$ cat src/hdl/rrnc_pkg.sv
// Package: constants and types for the rotate-right-without-carry datapath
package rrnc_pkg;
    localparam int unsigned DATA_W       = 8;
    localparam int unsigned ADDR_W       = 8;
    localparam int unsigned BANK_W       = 4;
    localparam int unsigned FULL_ADDR_W  = 12;
    localparam logic [7:0]  LIT_OFFSET_MAX = 8'h5f;   // Highest indexed literal offset
    localparam logic [7:0]  ACCESS_SPLIT   = 8'h60;   // Access bank low/high split
    localparam logic [3:0]  ACCESS_HI_BANK = 4'hf;    // Upper access half maps to the top bank
    localparam logic [3:0]  ACCESS_LO_BANK = 4'h0;
    localparam logic [7:0]  DATA_RST     = 8'h00;
    localparam logic [11:0] ADDR_RST     = 12'h000;
    localparam logic        DEST_W       = 1'b0;
    localparam logic        DEST_F       = 1'b1;
    localparam logic        ACC_BANK     = 1'b0;
    localparam logic        ACC_BANKED   = 1'b1;

    typedef enum logic [2:0] {
        ST_IDLE  = 3'b001,
        ST_READ  = 3'b010,
        ST_WRITE = 3'b100
    } state_t;
endpackage

$ cat src/hdl/rotate_right_no_carry_exec.sv
// Execution datapath for the rotate-right-without-carry instruction
`timescale 1ns/1ps
`default_nettype none

// Summary of operation
// - Rotate operand right one place; bit 0 wraps to bit 7; carry untouched.
// - Destination bit 0: result goes to working register, file register kept.
// - Destination bit 1: result written back to the same file register.
// - Access bit 0, except the indexed case below: operand in access bank, bank-select register ignored.
// - Access bit 1: operand bank taken from the bank-select register.
// - Extended set, access 0, address <= 95: indexed literal offset addressing.
module rotate_right_no_carry_exec (
    // Clock and reset
    input  wire logic                                 mclk,
    input  wire logic                                 nrst,
    // Instruction issue
    input  wire logic                                 start,
    input  wire logic [rrnc_pkg::ADDR_W-1:0]          fileAddr,
    input  wire logic                                 destSel,
    input  wire logic                                 accessSel,
    input  wire logic [rrnc_pkg::BANK_W-1:0]          bank_select_register,
    input  wire logic                                 extendedEn,
    input  wire logic [rrnc_pkg::FULL_ADDR_W-1:0]     indexBase,
    // Data memory port
    output logic                                      memRdEn,
    output logic                                      memWrEn,
    output logic [rrnc_pkg::FULL_ADDR_W-1:0]          memAddr,
    output logic [rrnc_pkg::DATA_W-1:0]               memWrData,
    input  wire logic [rrnc_pkg::DATA_W-1:0]          memRdData,
    // Results
    output logic [rrnc_pkg::DATA_W-1:0]               workReg,
    output logic                                      workWrEn,
    output logic                                      negFlag,
    output logic                                      zeroFlag,
    output logic                                      flagWrEn,
    output logic                                      done
);
    import rrnc_pkg::*;

    // ------------------------------------------------------------
    // State
    // ------------------------------------------------------------
    state_t                    state_q,     state_d;
    logic                      dest_q,      dest_d;
    logic                      memRdEn_q,   memRdEn_d;
    logic                      memWrEn_q,   memWrEn_d;
    logic [FULL_ADDR_W-1:0]    memAddr_q,   memAddr_d;
    logic [DATA_W-1:0]         memWrData_q, memWrData_d;
    logic [DATA_W-1:0]         workReg_q,   workReg_d;
    logic                      workWrEn_q,  workWrEn_d;
    logic                      negFlag_q,   negFlag_d;
    logic                      zeroFlag_q,  zeroFlag_d;
    logic                      flagWrEn_q,  flagWrEn_d;
    logic                      done_q,      done_d;
    logic [DATA_W-1:0]         rotated;
    logic [FULL_ADDR_W-1:0]    effAddr;

    // ------------------------------------------------------------
    // Operand address
    // ------------------------------------------------------------
    always_comb begin
        if (accessSel == ACC_BANKED) begin
            effAddr = {bank_select_register, fileAddr};
        end else if (extendedEn && (fileAddr <= LIT_OFFSET_MAX)) begin
            // Base plus literal offset; wraps inside the data space
            effAddr = indexBase + {4'h0, fileAddr};
        end else if (fileAddr < ACCESS_SPLIT) begin
            effAddr = {ACCESS_LO_BANK, fileAddr};
        end else begin
            effAddr = {ACCESS_HI_BANK, fileAddr};
        end
    end

    // No carry in or out: bit 0 wraps straight to bit 7
    assign rotated = {memRdData[0], memRdData[DATA_W-1:1]};

    // ------------------------------------------------------------
    // Sequencer: read, then write to destination
    // ------------------------------------------------------------
    always_comb begin
        state_d     = state_q;
        dest_d      = dest_q;
        memRdEn_d   = 1'b0;
        memWrEn_d   = 1'b0;
        memAddr_d   = memAddr_q;
        memWrData_d = memWrData_q;
        workReg_d   = workReg_q;
        workWrEn_d  = 1'b0;
        negFlag_d   = negFlag_q;
        zeroFlag_d  = zeroFlag_q;
        flagWrEn_d  = 1'b0;
        done_d      = 1'b0;
        case (state_q)
            ST_IDLE: begin
                if (start) begin
                    memAddr_d = effAddr;
                    memRdEn_d = 1'b1;
                    dest_d    = destSel;
                    state_d   = ST_READ;
                end
            end
            ST_READ: begin
                // Read data is valid the cycle after the strobe
                state_d = ST_WRITE;
            end
            ST_WRITE: begin
                if (dest_q == DEST_F) begin
                    memWrEn_d   = 1'b1;
                    memWrData_d = rotated;
                end else begin
                    workReg_d  = rotated;
                    workWrEn_d = 1'b1;
                end
                negFlag_d  = rotated[DATA_W-1];
                zeroFlag_d = (rotated == DATA_RST);
                flagWrEn_d = 1'b1;
                done_d     = 1'b1;
                state_d    = ST_IDLE;
            end
            default: begin
                state_d = ST_IDLE;
            end
        endcase
    end

    always_ff @(posedge mclk) begin
        if (!nrst) begin
            state_q     <= ST_IDLE;
            dest_q      <= DEST_W;
            memRdEn_q   <= 1'b0;
            memWrEn_q   <= 1'b0;
            memAddr_q   <= ADDR_RST;
            memWrData_q <= DATA_RST;
            workReg_q   <= DATA_RST;
            workWrEn_q  <= 1'b0;
            negFlag_q   <= 1'b0;
            zeroFlag_q  <= 1'b0;
            flagWrEn_q  <= 1'b0;
            done_q      <= 1'b0;
        end else begin
            state_q     <= state_d;
            dest_q      <= dest_d;
            memRdEn_q   <= memRdEn_d;
            memWrEn_q   <= memWrEn_d;
            memAddr_q   <= memAddr_d;
            memWrData_q <= memWrData_d;
            workReg_q   <= workReg_d;
            workWrEn_q  <= workWrEn_d;
            negFlag_q   <= negFlag_d;
            zeroFlag_q  <= zeroFlag_d;
            flagWrEn_q  <= flagWrEn_d;
            done_q      <= done_d;
        end
    end

    assign memRdEn   = memRdEn_q;
    assign memWrEn   = memWrEn_q;
    assign memAddr   = memAddr_q;
    assign memWrData = memWrData_q;
    assign workReg   = workReg_q;
    assign workWrEn  = workWrEn_q;
    assign negFlag   = negFlag_q;
    assign zeroFlag  = zeroFlag_q;
    assign flagWrEn  = flagWrEn_q;
    assign done      = done_q;

    // ------------------------------------------------------------
    // Assertions
    // ------------------------------------------------------------
    property p_rotate_to_reg;
        @(posedge mclk) disable iff (!nrst)
        (state_q == ST_WRITE && dest_q == DEST_F) |=>
            memWrEn && memWrData == {$past(memRdData[0]), $past(memRdData[7:1])};
    endproperty
    a_rotate_to_reg: assert property (p_rotate_to_reg) else $error("bad rotate to file");

    property p_dest_w;
        @(posedge mclk) disable iff (!nrst)
        (state_q == ST_WRITE && dest_q == DEST_W) |=>
            workWrEn && !memWrEn && workReg == {$past(memRdData[0]), $past(memRdData[7:1])};
    endproperty
    a_dest_w: assert property (p_dest_w) else $error("bad working register result");

    property p_dest_f;
        @(posedge mclk) disable iff (!nrst)
        (start && state_q == ST_IDLE && destSel) |=> ##2 (memWrEn && !workWrEn);
    endproperty
    a_dest_f: assert property (p_dest_f) else $error("file write missing");

    property p_same_addr;
        @(posedge mclk) disable iff (!nrst)
        memRdEn |=> ##1 (memAddr == $past(memAddr, 2));
    endproperty
    a_same_addr: assert property (p_same_addr) else $error("write address moved");

    property p_access_bank;
        @(posedge mclk) disable iff (!nrst)
        (start && state_q == ST_IDLE && !accessSel && !extendedEn && fileAddr < ACCESS_SPLIT)
            |=> memAddr == {4'h0, $past(fileAddr)};
    endproperty
    a_access_bank: assert property (p_access_bank) else $error("access bank address wrong");

    // Above the split no literal offset applies, so the top bank is used
    property p_access_high;
        @(posedge mclk) disable iff (!nrst)
        (start && state_q == ST_IDLE && !accessSel && fileAddr >= ACCESS_SPLIT)
            |=> memAddr == {ACCESS_HI_BANK, $past(fileAddr)};
    endproperty
    a_access_high: assert property (p_access_high) else $error("upper bank wrong");

    property p_banked;
        @(posedge mclk) disable iff (!nrst)
        (start && state_q == ST_IDLE && accessSel)
            |=> memAddr == {$past(bank_select_register), $past(fileAddr)};
    endproperty
    a_banked: assert property (p_banked) else $error("banked address wrong");

    property p_indexed;
        @(posedge mclk) disable iff (!nrst)
        (start && state_q == ST_IDLE && !accessSel && extendedEn && fileAddr <= 8'h5f)
            |=> memAddr == 12'($past(indexBase) + {4'h0, $past(fileAddr)});
    endproperty
    a_indexed: assert property (p_indexed) else $error("indexed address wrong");

    property p_flags;
        @(posedge mclk) disable iff (!nrst)
        flagWrEn |-> (negFlag == (memWrEn ? memWrData[7] : workReg[7]))
            && (zeroFlag == ((memWrEn ? memWrData : workReg) == 8'h00));
    endproperty
    a_flags: assert property (p_flags) else $error("status flags wrong");

    c_dest_w:  cover property (@(posedge mclk) disable iff (!nrst) workWrEn);
    c_dest_f:  cover property (@(posedge mclk) disable iff (!nrst) memWrEn);
    c_indexed: cover property (@(posedge mclk) disable iff (!nrst)
        start && state_q == ST_IDLE && !accessSel && extendedEn && fileAddr <= 8'h5f);
    c_zero:    cover property (@(posedge mclk) disable iff (!nrst) flagWrEn && zeroFlag);
endmodule

`default_nettype wire

$ cat config.mk
export PLATFORM = sky130hd
export DESIGN_NAME = rotate_right_no_carry_exec
export DESIGN_NICKNAME = d
export VERILOG_FILES = /design/src/hdl/rrnc_pkg.sv /design/src/hdl/rotate_right_no_carry_exec.sv
export SDC_FILE = /design/constraint.sdc
export NUM_CORES = 1
export LEC_CHECK = 0
export BUFFER_PORTS_ARGS = -buffer_cell sky130_fd_sc_hd__buf_4
export CORE_ASPECT_RATIO = 0.5
export CORE_UTILIZATION = 49
export CTS_CLUSTER_DIAMETER = 60
export CTS_CLUSTER_SIZE = 40
export DETAILED_ROUTE_END_ITERATION = 7
export GPL_ROUTABILITY_DRIVEN = 1
export MAX_ROUTING_LAYER = met4
export PLACE_DENSITY = 0.78
export SLEW_MARGIN = 5
export SYNTH_ARGS = -nofsm -noshare
export SYNTH_HDL_FRONTEND = slang
export SYNTH_SLANG_ARGS = --single-unit
$ cat constraint.sdc
create_clock -name mclk -period 3.2 [get_ports mclk]
set_clock_uncertainty 0.1 [all_clocks]
set_input_delay 0.96 -clock mclk [delete_from_list [all_inputs] [get_ports mclk]]
set_output_delay 0.96 -clock mclk [all_outputs]
set_load 0.01 [all_outputs]
==> impl_metrics.py <==
metrics = {
    "routing": {
        "drc_errors": 0,
        "vias": 1977,
        "viasPerCell": 5.39,
        "dr.pass1.iters": 4,
        "finalWirelength_um": 4980,
        "wire_per_inst_um": 13.6,
        "drt_iter0_markers": 58,
        "antenna_left": 0,
    },
    "timing": {
        "tns_ns": 0,
        "rsz0062_at_grt": "no",
        "slew_headroom_pct": 68.3,
        "hold_viol_final": 0,
        "setup_violations": 0,
        "period_share_pct": 81.0,
        "timing.final.crit_period_ns": 2.59,
        "slew_viol_final": 0,
        "max_freq_ghz": 0.386,
        "worst_slew_pin_slew_ns": 0.473,
    },
    "synth": {
        "yosys.area.top_type": "dfxtp_1",
        "ys_seq_area_share_pct": 39.7,
        "synth_nets": 292,
        "synth_cell_type_count": 41,
        "async_flop_share_pct": 0,
        "ys_top_cells_by_area": "dfxtp_1 (40%), nand2_1 (11%), a21oi_1 (7.8%)",
        "synthesis.area_um2": 1920,
        "syn-instance-count": 245,
        "synth_warnings": 0,
        "synth_edf_count": 0,
        "ys_ff_latch": 38,
        "yosys_most_used_dff": "dfxtp_1",
        "synth_top_area_share_pct": 39.7,
        "avgSynthCellArea_um2": 7.83,
    },
    "die": {
        "die_x_um": 90.5,
        "num_io_pins": 73,
        "start_util_pct": 53.5,
        "fp.coreArea_um2": 3580,
        "die_area_um2": 4180,
        "rows": 15,
        "die_h_um": 46.2,
    },
    "status": {
        "outcome": "complete, no violations",
    },
    "clock_tree": {
        "cts_sinks": 38,
        "path_clk_slew_ns": 0.08,
        "cts_buffers": 5,
        "cts_hold_buf": 0,
        "post_cts_buffers": 0,
        "cts-root-buf": "clkbuf_8",
        "cts_max_level": 2,
        "cts_tree": "yes",
        "cts_resized": 0,
        "clock_path_buffers": 2,
        "clk_latency_ns": 0.29,
    },
    "power": {
        "power_density_nw_per_um2": 411,
        "peakVddDrop_v": 0.000169,
        "leakagePower_nw": 1.10,
    },
    "layout": {
        "syn2layout_area_growth_pct": 34.9,
        "finalNonFillerCells": 367,
        "num_antenna_cells": 0,
        "fillers": 304,
        "layout-drive-gt1-share_pct": 26.3,
        "fin_nets": 362,
    },
    "setup_path": {
        "crit_arrival_ns": 2.70,
        "startpoint_type": "primary input",
        "cp_max_fo": 4,
        "crit_path_end_kind": "flop",
        "cp.required_ns": 3.31,
        "worst-setup-path-type": "primary input to flop",
    },
    "global_routing": {
        "antenna_found_initial": 0,
        "grt_pass1_wl_um": 7760,
        "grt_start_max_net_pins": 29,
        "gr-usage-all-layers_pct": 24.8,
        "grt_pass1_vias": 1692,
        "overflow": 0,
    },
    "placed_design": {
        "dp.final_hpwl_um": 3740,
        "io_buffers": 72,
        "placed_cells": 359,
        "globalplace.congestion": 0.863,
    },
    "job": {
        "maxCapViolCount": 0,
    },
    "worst_hold_path": {
        "hold_class": "flop to flop",
    },
}
[final timing paths]
path	slack (ns)	endpoint	cells past startpoint	startpoint
max	0.61	memAddr[10]	9	fileAddr[0]
max reg2reg	1.29	memAddr[9]	5	state_q[2]
min reg2reg	0.36	workReg[3]	2	workReg[3]
min	0.36	workReg[3]	2	workReg[3]
[layer usage]
metal / GRT usage [%] / vias to the layer above / share of wire, %
li1: - / 1011 / -
met1: 32.2 / 898 / 49
met2: 39.8 / 64 / 44
met3: 4.29 / 4 / 5.1
met4: 9.03 / 0 / 0.96
met5: - / - / 0
[power breakdown]
| group | internal, mW | leakage [nW] | total (mW) | switching, mW |
|---|---|---|---|---|
| Combinational | 0.100 | 0.748 | 0.213 | 0.113 |
| Clock | 0.173 | 0.0472 | 0.349 | 0.176 |
| Sequential | 0.491 | 0.309 | 0.501 | 0.0101 |
[placed cells by master, fill, tap and decap left out, drive strengths merged, types with 3 or more instances in the layout]
cell	count
a21oi	30
nor4	3
nor3	5
nand2	54
and2	3
and3	3
ha	8
inv	5
o2111ai	3
nor2b	6
nor2	21
a211oi	6
clkbuf	6
o21ai	12
o31a	3
dfxtp	38
buf	74
nand4	5
[registers in the layout, indices dropped and copies added (netlist names)]
signal     count
memAddr       12
memWrData      8
workReg        8
state_q        3
dest_q         1
done           1
memRdEn        1
memWrEn        1
negFlag        1
workWrEn       1
zeroFlag       1
[final cells by class]
type / instances / area [um2] / share of cell area (%)
clock buffers: 6 / 82.6 / 3.19
clock inverters: 2 / 12.5 / 0.484
inverters: 5 / 18.8 / 0.725
multi-input cells: 191 / 1090 / 42.3
flip-flops and latches: 38 / 761 / 29.4
well taps: 51 / 63.8 / 2.47
repair buffers: 74 / 556 / 21.5
[per-stage QoR]
stage / hold WS (ns) / area (um2) / power (mW) / worst slack (ns) / utilization [%]
floorplan: 0.353 / 1920 / 0.626 / 0.578 / -
global placement: 0.343 / 2490 / 0.718 / 0.387 / 69.5
detailed placement: 0.349 / 2490 / 0.723 / 0.346 / 69.5
CTS: 0.359 / 2590 / 1.06 / 0.642 / 72.2
global route: 0.380 / 2590 / 1.11 / 0.525 / 72.2
finish: 0.359 / 2590 / 1.06 / 0.607 / 72.2
[cells by family after synthesis]
| logic type | Yosys count | synth area share (%) |
|---|---|---|
| adders and majority gates | 9 | 6.26 |
| buffers and inverters | 16 | 3.33 |
| and+or+nand+nor | 110 | 26.9 |
| DFF | 38 | 39.7 |
| xor gates and xnor gates | 2 | 0.913 |
| AOI/OAI and AO/OA | 68 | 21.9 |
| muxes | 2 | 1.04 |
[critical path: stages]
cell       delay [ns]
buf_4            0.08
ha_1             0.21
inv_1            0.07
fa_1             0.38
nor2b_1          0.22
o31a_1           0.23
o2111ai_1        0.16
xor2_1           0.18
o31ai_1          0.21
[cells in the mapped netlist, types with 3 or more instances]
library cell and number:
a211oi_1 6, a21oi_1 30, and2_1 3, and3_1 3, clkbuf_1 9, dfxtp_1 38
ha_1 8, inv_1 5, nand2_1 54, nand4_1 5, nor2_1 21, nor2b_1 6
nor3_1 5, nor4_1 3, o2111ai_1 3, o21ai_0 11, o31a_1 3
Power figures use the tool's default switching activity.
